--- config.mk ---
export PLATFORM = sky130hd
export DESIGN_NAME = pmc_ctrl
export DESIGN_NICKNAME = d
export VERILOG_FILES = /design/src/pmc_pkg.sv /design/src/pmc_sync.sv /design/src/pmc_ctrl.sv
export VERILOG_INCLUDE_DIRS = /design/src
export SDC_FILE = /design/constraint.sdc
export NUM_CORES = 1
export LEC_CHECK = 0
export ABC_AREA = 1
export BUFFER_PORTS_ARGS = -buffer_cell sky130_fd_sc_hd__buf_4
export CORE_MARGIN = 2
export CORE_UTILIZATION = 48
export DETAILED_ROUTE_END_ITERATION = 12
export GPL_TIMING_DRIVEN = 0
export HOLD_SLACK_MARGIN = 0.06
export PLACE_DENSITY = 0.74
export REMOVE_ABC_BUFFERS = 1
export SYNTH_ARGS = -nofsm -noshare
export SYNTH_HDL_FRONTEND = slang
export SYNTH_SLANG_ARGS = --single-unit
--- constraint.sdc ---
create_clock -name clk -period 1.2 [get_ports clk]
set_input_delay 0.12 -clock clk [delete_from_list [all_inputs] [get_ports clk]]
set_output_delay 0.12 -clock clk [all_outputs]
set_load 0.02 [all_outputs]
--- src/pmc_map.svh ---
`ifndef PMC_MAP_SVH
`define PMC_MAP_SVH
// register byte offsets
`define PMC_MODE_OFS      12'h000
`define PMC_ACT_TPL_OFS   12'h004
`define PMC_ALT_TPL_OFS   12'h008
`define PMC_STATUS_OFS    12'h00C
`define PMC_WAKE_EN_OFS   12'h010
// field positions
`define PMC_CPU_BIT       0
`define PMC_STAT_CPU_BIT  2
`define PMC_STAT_WAIT_BIT 3
// reset values
`define PMC_ACT_TPL_RST   32'hFFFF_FFFF
`define PMC_ALT_TPL_RST   32'h0000_0000
`define PMC_WAKE_EN_RST   32'h0000_003F
// timing
`define PMC_SLEEP_WAKE_NS 15000
`define PMC_HIB_WAKE_NS   100000
`define PMC_CLK_MHZ       100
`define PMC_SLEEP_WAKE_CYC ((`PMC_SLEEP_WAKE_NS * `PMC_CLK_MHZ) / 1000)
`define PMC_HIB_WAKE_CYC   ((`PMC_HIB_WAKE_NS * `PMC_CLK_MHZ) / 1000)
`endif

--- src/pmc_pkg.sv ---
package pmc_pkg;
   typedef enum logic [1:0] {
      PMC_ACTIVE = 2'b00,
      PMC_ALT    = 2'b01,
      PMC_SLEEP  = 2'b10,
      PMC_HIB    = 2'b11
   } pmc_mode_t;
   typedef struct packed {
      logic        psel;
      logic        penable;
      logic        pwrite;
      logic [11:0] paddr;
      logic [31:0] pwdata;
   } pmc_apb_req_t;
   typedef struct packed {
      logic        pready;
      logic        pslverr;
      logic [31:0] prdata;
   } pmc_apb_rsp_t;
   // wakeup source vector: pins, timewheel, rtc, comparator, i2c, low voltage
   typedef struct packed {
      logic low_voltage_detect;
      logic i2c;
      logic comparator;
      logic rtc;
      logic central_timewheel;
      logic pin_interrupt_logic;
   } pmc_wake_t;
endpackage

--- src/pmc_sync.sv ---
`timescale 1ns/10ps
// two-stage synchroniser, one per bit
module pmc_sync #(
   parameter int W = 1
) (
   input  wire logic         clk,
   input  wire logic         reset,
   input  wire logic [W-1:0] d,
   output logic      [W-1:0] q
);
   genvar i;
   generate
      for (i = 0; i < W; i++) begin : g_bit
         logic meta;
         // first stage feeds only the second
         always_ff @(posedge clk) begin
            if (reset) begin
               meta <= 1'b0;
               q[i] <= 1'b0;
            end else begin
               meta <= d[i];
               q[i] <= meta;
            end
         end
      end
   endgenerate
endmodule // pmc_sync

--- src/pmc_ctrl.sv ---
// Implementation choices: the register offsets and the APB register port.
`timescale 1ns/10ps
`include "pmc_map.svh"
//
// Overview of operation
// - four modes ranked active, alternate active, sleep, hibernate.
// - after boot the controller is in active mode.
// - active template bits, writable any time, enable or disable resources.
// - a disabled resource has its digital clock gated off.
// - cpu may switch itself off; next wakeup turns it back on.
// - any enabled wakeup event forces the global mode to active; hibernate takes pin and reset events only.
// - a wakeup sets cpu_on whatever the template says; the cpu clock still needs its template bit.
// - alternate active uses its own template, like active mode.
// - sleep disables most resources; only low-speed clocks keep running.
// - leaving sleep returns to active within 15 us.
// - during the wake delay active entry is held off.
// - hibernate stops all clocks, keeps configuration and memory.
// - hibernate holds digital outputs and pin interrupt configuration.
// - only a pin interrupt or a device reset event wakes from hibernate.
// - hibernate wakeup resumes active within 100 us.
// - timewheel periodic interrupts act as wakeup events.
// - external, watchdog or precise voltage reset counts as wakeup.
module pmc_ctrl
   import pmc_pkg::*;
#(
   parameter int NRES       = 16,
   parameter int SLEEP_WAKE = `PMC_SLEEP_WAKE_CYC,
   parameter int HIB_WAKE   = `PMC_HIB_WAKE_CYC
) (
   input  wire logic              clk,
   input  wire logic              reset,
   input  wire pmc_pkg::pmc_apb_req_t apb_req,
   output pmc_pkg::pmc_apb_rsp_t  apb_rsp,
   input  wire pmc_pkg::pmc_wake_t wake_in,
   input  wire logic              external_reset_pin_n,
   input  wire logic              watchdog_reset,
   input  wire logic              precise_voltage_reset,
   input  wire logic              cpu_off_req,
   output logic [NRES-1:0]        clk_gate_en,
   output logic                   low_speed_clk_en,
   output logic                   io_hold,
   output logic                   regulator_wait,
   output pmc_pkg::pmc_mode_t     mode
);
   import pmc_pkg::*;

   localparam int CW = $clog2(HIB_WAKE + 1);

   ////////////////////////////////////////////////////////////////////////
   // input synchronisation
   logic [8:0] raw_in;
   logic [8:0] sync_in;
   pmc_wake_t  wake_s;
   logic       reset_event;

   assign raw_in = {wake_in, ~external_reset_pin_n, watchdog_reset, precise_voltage_reset};

   pmc_sync #(.W(9)) u_sync (
      .clk   (clk),
      .reset (reset),
      .d     (raw_in),
      .q     (sync_in)
   );

   assign wake_s      = pmc_wake_t'(sync_in[8:3]);
   assign reset_event = |sync_in[2:0];

   ////////////////////////////////////////////////////////////////////////
   // registers
   logic [NRES-1:0] act_tpl;
   logic [NRES-1:0] alt_tpl;
   logic [5:0]      wake_en;
   logic            cpu_on;
   logic            waiting;
   logic [CW-1:0]   wait_cnt;
   logic            wr_stb;
   logic            rd_stb;
   logic            mode_wr;
   pmc_mode_t       req_mode;
   logic            wake_any;
   logic            wake_hib;

   assign wr_stb  = apb_req.psel && apb_req.penable && apb_req.pwrite;
   assign rd_stb  = apb_req.psel && apb_req.penable && !apb_req.pwrite;
   assign mode_wr = wr_stb && (apb_req.paddr == `PMC_MODE_OFS);
   assign req_mode = pmc_mode_t'(apb_req.pwdata[1:0]);

   // enabled sources plus device resets; timewheel is one of them
   assign wake_any = (|(wake_s & pmc_wake_t'(wake_en))) || reset_event;
   // hibernate leaves only on the pin interrupt logic or on a device reset event
   assign wake_hib = (wake_s.pin_interrupt_logic && wake_en[0]) || reset_event;

   // template registers, writable in any mode
   always_ff @(posedge clk) begin
      if (reset) begin
         act_tpl <= NRES'(`PMC_ACT_TPL_RST);
         alt_tpl <= NRES'(`PMC_ALT_TPL_RST);
         wake_en <= 6'(`PMC_WAKE_EN_RST);
      end else if (wr_stb) begin
         case (apb_req.paddr)
            `PMC_ACT_TPL_OFS: act_tpl <= apb_req.pwdata[NRES-1:0];
            `PMC_ALT_TPL_OFS: alt_tpl <= apb_req.pwdata[NRES-1:0];
            `PMC_WAKE_EN_OFS: wake_en <= apb_req.pwdata[5:0];
            default: ;
         endcase
      end
   end

   ////////////////////////////////////////////////////////////////////////
   // mode state machine
   always_ff @(posedge clk) begin
      if (reset) begin
         mode <= PMC_ACTIVE;
      end else begin
         case (mode)
            PMC_ACTIVE, PMC_ALT: begin
               // low modes only by register write, never on our own
               if (mode_wr) begin
                  mode <= req_mode;
               end
               if (wake_any && mode == PMC_ALT) begin
                  mode <= PMC_ACTIVE;
               end
            end
            PMC_SLEEP: begin
               if (waiting && wait_cnt == CW'(1)) begin
                  mode <= PMC_ACTIVE;
               end
            end
            PMC_HIB: begin
               if (waiting && wait_cnt == CW'(1)) begin
                  mode <= PMC_ACTIVE;
               end
            end
            default: mode <= PMC_ACTIVE;
         endcase
      end
   end

   ////////////////////////////////////////////////////////////////////////
   // regulator settle delay after a low-mode wakeup
   always_ff @(posedge clk) begin
      if (reset) begin
         waiting  <= 1'b0;
         wait_cnt <= '0;
      end else if (waiting) begin
         wait_cnt <= wait_cnt - CW'(1);
         if (wait_cnt == CW'(1)) begin
            waiting <= 1'b0;
         end
      end else if (mode == PMC_SLEEP && wake_any) begin
         waiting  <= 1'b1;
         wait_cnt <= CW'(SLEEP_WAKE);
      end else if (mode == PMC_HIB && wake_hib) begin
         waiting  <= 1'b1;
         wait_cnt <= CW'(HIB_WAKE);
      end
   end

   ////////////////////////////////////////////////////////////////////////
   // cpu self switch-off; wakeup wins over a simultaneous off request
   always_ff @(posedge clk) begin
      if (reset) begin
         cpu_on <= 1'b1;
      end else if (wake_any || (waiting && wait_cnt == CW'(1))) begin
         cpu_on <= 1'b1;
      end else if (cpu_off_req) begin
         cpu_on <= 1'b0;
      end
   end

   ////////////////////////////////////////////////////////////////////////
   // clock gates; sleep and hibernate override the templates
   logic [NRES-1:0] tpl_sel;
   always_comb begin
      case (mode)
         PMC_ACTIVE: tpl_sel = act_tpl;
         PMC_ALT:    tpl_sel = alt_tpl;
         default:    tpl_sel = '0;
      endcase
   end

   always_ff @(posedge clk) begin
      if (reset) begin
         clk_gate_en      <= '1;
         low_speed_clk_en <= 1'b1;
         io_hold          <= 1'b0;
         regulator_wait   <= 1'b0;
      end else begin
         // the cpu bit needs both the cpu state and its template bit
         clk_gate_en <= tpl_sel;
         clk_gate_en[`PMC_CPU_BIT] <= tpl_sel[`PMC_CPU_BIT] && cpu_on &&
                                      !(mode == PMC_SLEEP || mode == PMC_HIB);
         low_speed_clk_en <= (mode != PMC_HIB);
         io_hold          <= (mode == PMC_HIB);
         regulator_wait   <= waiting;
      end
   end

   ////////////////////////////////////////////////////////////////////////
   // apb response side for reads and writes: zero wait states
   always_comb begin
      apb_rsp.pready  = 1'b1;
      apb_rsp.pslverr = 1'b0;
      apb_rsp.prdata  = '0;
      if (rd_stb) begin
         case (apb_req.paddr)
            `PMC_MODE_OFS:    apb_rsp.prdata = {30'h0, mode};
            `PMC_ACT_TPL_OFS: apb_rsp.prdata = 32'(act_tpl);
            `PMC_ALT_TPL_OFS: apb_rsp.prdata = 32'(alt_tpl);
            `PMC_STATUS_OFS:  apb_rsp.prdata = {28'h0, waiting, cpu_on, mode};
            `PMC_WAKE_EN_OFS: apb_rsp.prdata = {26'h0, wake_en};
            default:          apb_rsp.pslverr = 1'b1;
         endcase
      end else if (wr_stb) begin
         case (apb_req.paddr)
            `PMC_MODE_OFS, `PMC_ACT_TPL_OFS, `PMC_ALT_TPL_OFS, `PMC_WAKE_EN_OFS:
               apb_rsp.pslverr = 1'b0;
            default: apb_rsp.pslverr = 1'b1;
         endcase
      end
   end

   ////////////////////////////////////////////////////////////////////////
   // assertions

   // helper: cycles spent in a low mode since its wakeup was taken; the real wake
   // times are far too long for a delay range, so the bound is checked on a counter
   logic [CW:0] wake_age;
   always_ff @(posedge clk) begin
      if (reset || mode == PMC_ACTIVE || mode == PMC_ALT) begin
         wake_age <= '0;
      end else if (waiting || (mode == PMC_SLEEP && wake_any) || (mode == PMC_HIB && wake_hib)) begin
         // saturate so a stuck wake can never wrap back under the bound
         if (wake_age != '1) begin
            wake_age <= wake_age + (CW+1)'(1);
         end
      end
   end

   boot_active_a: assert property (@(posedge clk) $fell(reset) |-> mode == PMC_ACTIVE)
      else $error("mode not active after reset");
   sleep_wake_a: assert property (@(posedge clk) disable iff (reset)
      (mode == PMC_SLEEP) |-> wake_age <= (CW+1)'(SLEEP_WAKE))
      else $error("sleep wake too slow");
   hold_off_a: assert property (@(posedge clk) disable iff (reset)
      waiting |-> mode != PMC_ACTIVE)
      else $error("active entered during wake delay");
   hib_only_pin_a: assert property (@(posedge clk) disable iff (reset)
      (mode == PMC_HIB && !waiting && !wake_hib) |=> mode == PMC_HIB || waiting)
      else $error("hibernate left without pin");
   sleep_gate_a: assert property (@(posedge clk) disable iff (reset)
      (mode == PMC_SLEEP) |=> clk_gate_en == '0)
      else $error("clocks running in sleep");
   hib_hold_a: assert property (@(posedge clk) disable iff (reset)
      (mode == PMC_HIB) |=> io_hold && !low_speed_clk_en)
      else $error("hibernate not holding");
   cpu_wake_a: assert property (@(posedge clk) disable iff (reset)
      wake_any |=> cpu_on)
      else $error("cpu not enabled on wake");
   alt_wake_a: assert property (@(posedge clk) disable iff (reset)
      (mode == PMC_ALT && wake_any) |=> mode == PMC_ACTIVE)
      else $error("alt not returned to active");
   no_self_entry_a: assert property (@(posedge clk) disable iff (reset)
      (mode == PMC_ACTIVE && !mode_wr) |=> mode == PMC_ACTIVE)
      else $error("low mode entered without write");
   sleep_cov: cover property (@(posedge clk) mode == PMC_SLEEP && waiting ##1 mode == PMC_ACTIVE);
   hib_cov: cover property (@(posedge clk) mode == PMC_HIB && waiting);
   alt_cov: cover property (@(posedge clk) mode == PMC_ALT ##1 mode == PMC_ACTIVE);
   cpu_off_cov: cover property (@(posedge clk) cpu_on ##1 !cpu_on);

   // hibernate resume bound, on the same helper counter
   hib_wake_a: assert property (@(posedge clk) disable iff (reset)
      (mode == PMC_HIB)
      |-> wake_age <= (CW+1)'(HIB_WAKE))
      else $error("hibernate wake too slow");

   // cpu self switch-off and its clock gate
   cpu_off_a: assert property (@(posedge clk) disable iff (reset)
      (cpu_off_req && !wake_any && !(waiting && wait_cnt == CW'(1)))
      |=> !cpu_on)
      else $error("cpu did not switch off");
   cpu_gate_a: assert property (@(posedge clk) disable iff (reset)
      (!cpu_on)
      |=> !clk_gate_en[`PMC_CPU_BIT])
      else $error("cpu clock running while off");

   // templates drive the gates one clock later
   act_gate_a: assert property (@(posedge clk) disable iff (reset)
      (mode == PMC_ACTIVE)
      |=> clk_gate_en[NRES-1:1] == $past(act_tpl[NRES-1:1]))
      else $error("active gates not following template");
   alt_gate_a: assert property (@(posedge clk) disable iff (reset)
      (mode == PMC_ALT)
      |=> clk_gate_en[NRES-1:1] == $past(alt_tpl[NRES-1:1]))
      else $error("alternate gates not following template");

   // low modes override the templates
   hib_gate_a: assert property (@(posedge clk) disable iff (reset)
      (mode == PMC_HIB)
      |=> clk_gate_en == '0)
      else $error("clocks running in hibernate");
   sleep_lsc_a: assert property (@(posedge clk) disable iff (reset)
      (mode == PMC_SLEEP)
      |=> low_speed_clk_en)
      else $error("low speed clock stopped in sleep");

   // wake delay bookkeeping
   wait_cnt_a: assert property (@(posedge clk) disable iff (reset)
      waiting
      |-> wait_cnt != '0)
      else $error("wake delay counter empty");
   rw_follow_a: assert property (@(posedge clk) disable iff (reset)
      1'b1
      |=> regulator_wait == $past(waiting))
      else $error("regulator wait not following delay");
   sleep_exit_a: assert property (@(posedge clk) disable iff (reset)
      (mode == PMC_SLEEP && waiting && wait_cnt == CW'(1))
      |=> mode == PMC_ACTIVE)
      else $error("sleep not left at end of delay");
   hib_exit_a: assert property (@(posedge clk) disable iff (reset)
      (mode == PMC_HIB && waiting && wait_cnt == CW'(1))
      |=> mode == PMC_ACTIVE)
      else $error("hibernate not left at end of delay");

   // wake sources start the delay
   reset_wake_a: assert property (@(posedge clk) disable iff (reset)
      (mode == PMC_HIB && !waiting && reset_event)
      |=> waiting)
      else $error("device reset did not wake hibernate");
   tw_wake_a: assert property (@(posedge clk) disable iff (reset)
      (mode == PMC_SLEEP && !waiting && wake_s.central_timewheel && wake_en[1])
      |=> waiting)
      else $error("timewheel did not wake sleep");

   // mode entry by register write
   sleep_enter_a: assert property (@(posedge clk) disable iff (reset)
      (mode == PMC_ACTIVE && mode_wr && req_mode == PMC_SLEEP)
      |=> mode == PMC_SLEEP)
      else $error("sleep not entered on write");
   alt_enter_a: assert property (@(posedge clk) disable iff (reset)
      (mode == PMC_ACTIVE && mode_wr && req_mode == PMC_ALT)
      |=> mode == PMC_ALT)
      else $error("alternate not entered on write");
   hib_enter_a: assert property (@(posedge clk) disable iff (reset)
      (mode == PMC_ACTIVE && mode_wr && req_mode == PMC_HIB)
      |=> mode == PMC_HIB)
      else $error("hibernate not entered on write");
endmodule // pmc_ctrl

==> impl_results.md <==
* PortBufs at 80
* Area growth syn-to-layout at 42.9%
* Routed vias/inst at between 5 and 6
* CP arrival at approximately 1500 ps
* Full die area at approximately 11,000 sq um
* Slew Limit Fails at 0
* Final core occ at around 71%
* Layout fillers at between 600 and 700
* Setup-failing EPs final at 40
* Avg Inst Size Synth at 7.36 sq um
* Worst Path Max Fanout at 6
* Synth warn at 0
* Drt total wl at ~14,000 um
* CTS max path bufs at 2
* Root buf cell: clkbuf_8
* Clk slew on worst S/H paths at approximately 90 ps
* Mapped Cells at 633
* CTS H-tree lvls at 3
* Final worst-path cycle share at 133%
* Synth Cell Area at 4660 sq um
* Final min period at roughly 1600 ps
* Total gr overflow at 0
* Hold Crit Endpoint: cpu_on
* Yosys reg bits at 93
* WHS Path Cells at 4
* Top post-synthesis cells by area: dfxtp_1 (40%), nand2_1 (11%), nand3_1 (9.2%)
* Nets at a little over 800
* DR WL/cell at about 16 um
* First-pass detailed-route iteration total at 6
* Reg2reg path depth at 8
* Worst Path Class, Setup: input port to output pin
* Leak at just under 3 nW
* Starting density of the core at around half
* Core Area at between 9000 and 10,000 sq um
* Total design power at just under 0.006 W
* Tightest Pin Transition at roughly 550 ps
* CP Capture Type: output pin
* Top cell type's share of synthesized area at between 30% and 40%
* # rows at 35
* Post-DRT Antenna Nets at 0
* Commonest cells after routing, fill and taps aside: nand2_1 (107), buf_4 (89), dfxtp_1 (80)
* Tot GR Track Use at a little over a quarter
* Failing checks: setup timing
* Global-route wire length before repair at around 22,000 um
* Dpl cell area at slightly above 5000 sq um
* Worst hold path class: input port to flip-flop
* Worst slew margin at between 60% and 70%
* Hold Path Origin: cpu_off_req
* Maximum VDD drop at around 0.68 mV
* WP data required at ~1100 ps
* Starting DRT DRC Count at 401
* Layout cells sized above 1 at ~38%
* Seq/Total Area, Yosys at about two fifths
* Reg2reg start: mode[1]
* Hold Vio Cnt, Final at 0
* Fmax at about 0.63 GHz
* Critical R2R Capture: wait_cnt[13]
* Worst setup margin at -399 ps
* Setup Skew at 14.3 ps
* Dpl hpwl at 7900 um
* Power Dens Cells at 868 nW/um^2
* TritonCTS Buffers at 9
* Design Area, Final at between 6000 and 7000 sq um
* I/O Pins at roughly 110
* Initial antenna violation count at 0
* Routed vias at about 5,000
* RSZ-0062 raised after global routing: yes
* Leading area contributor after synthesis: dfxtp_1
* DRC at 0
* Largest net degree at the start of global routing at 66
* Die Ht at about 100 um
* Worst R2R Setup Slack at -170 ps
* CP Launch Type: input port
* Ant. Diodes at 0
* Die width at ~100 um
* Status: complete, but fails checks
* Unique masters post-synth at 35
* RD Place Congestion at approximately 0.83
* Max Cap Viol at 0
* CTS tree: done
* Commonest non-fill, non-tap cell in the layout: nand2_1
* Total clock sinks at slightly above 90
* Worst-skew pair later-pin latency at around 360 ps
* Vias in the first global route at between 4,000 and 5,000
## cell families (layout without fill, tap and decap cells)
logic type / Yosys count / after routing / synth area share, %
xor gates and xnor gates: 1 / 1 / 0.188
buffers and inverters: 116 / 236 / 12.2
AOI/OAI and AO/OA: 60 / 60 / 8.32
other: 2 / 17 / 0.161
and+or+nand+nor: 359 / 361 / 38.6
DFF: 93 / 93 / 40.0
adders and majority gates: 2 / 2 / 0.537
## worst max-delay path, stage by stage
cell and delay, ps:
buf_6 100, nor2_4 180, nand2_4 120, nor3_4 350, nand4_1 210, nand3_2 140
nor2_2 60, nor2_4 80, buf_6 120
## layout make-up
| cell class | instances | area (sq um) | share of cell area, % |
|---|---|---|---|
| flip-flops and latches | 93 | 1890 | 28.4 |
| clock buffers | 9 | 124 | 1.86 |
| inverters | 69 | 289 | 4.34 |
| well taps | 129 | 161 | 2.42 |
| repair inverters | 1 | 7.51 | 0.113 |
| multi-input cells | 441 | 2720 | 40.8 |
| repair buffers | 152 | 1410 | 21.2 |
| clock inverters | 5 | 61.3 | 0.921 |
## layer usage
metal  global-route usage [%]  share of wire (%)
met1                     33.9                 39
met2                     44.6                 48
met3                     6.03                9.5
met4                     10.4                3.3
met5                        0                  0
## registers in the layout, summed over array words and instances (netlist names), 2 cells and up
name	count
clk_gate_en	16
u_sync.q	9
u_sync.g_bit.meta	9
alt_tpl	16
act_tpl	16
wait_cnt	14
wake_en	6
mode	2
## worst max-delay path by stage
| stage | start | endpoint | depth (start not counted) |
|---|---|---|---|
| detailed placement | wake_en[0] | wait_cnt[13] | 6 |
| global placement | wake_en[0] | wait_cnt[13] | 6 |
| floorplan | apb_req[41] | apb_rsp[0] | 9 |
| finish | apb_req[33] | apb_rsp[0] | 9 |
| CTS | apb_req[43] | apb_rsp[2] | 11 |
| global route | apb_req[33] | apb_rsp[2] | 9 |
## metrics by stage
step                setup slack [ps]  instances  setup TNS [ps]  hold WS, ps
CTS                             -304        890           -5710         88.7
floorplan                       -595        601          -23730          187
global route                    -429        899           -9740          115
finish                          -399        899           -7290          116
detailed placement             -1260        811          -69920          277
global placement               -1260        810          -74540          273
## cells in the mapped netlist (all sizes together)
cell type	number
ha	2
xnor2	1
nand4	32
dfxtp	93
or2	4
inv	69
and3	1
buf	34
o21ai	10
nor3	4
nand3	88
conb	2
nand2	141
o211ai	2
o32ai	1
nor2	87
nand3b	2
a221o	15
clkbuf	13
a21oi	31
a22o	1
## power by group
part | switching [W] | internal [W] | total, W | leakage, nW
clock | 0.00112 | 0.000948 | 0.00206 | 0.0838
sequential | 0.0000118 | 0.00310 | 0.00311 | 0.757
combinational | 0.000345 | 0.000258 | 0.000603 | 2.11
total | 0.00147 | 0.00431 | 0.00578 | 2.95
## timing repair
action | CTS | global route
hold buffers | 25 | 0
gates resized for setup | 107 | 84
endpoints found under the hold margin | 45 | 0
pin swaps | 32 | 40
cloned | 4 | 0
buffers inserted | 36 | 9
setup endpoints to repair | 89 | 69
Power figures use the tool's default switching activity.
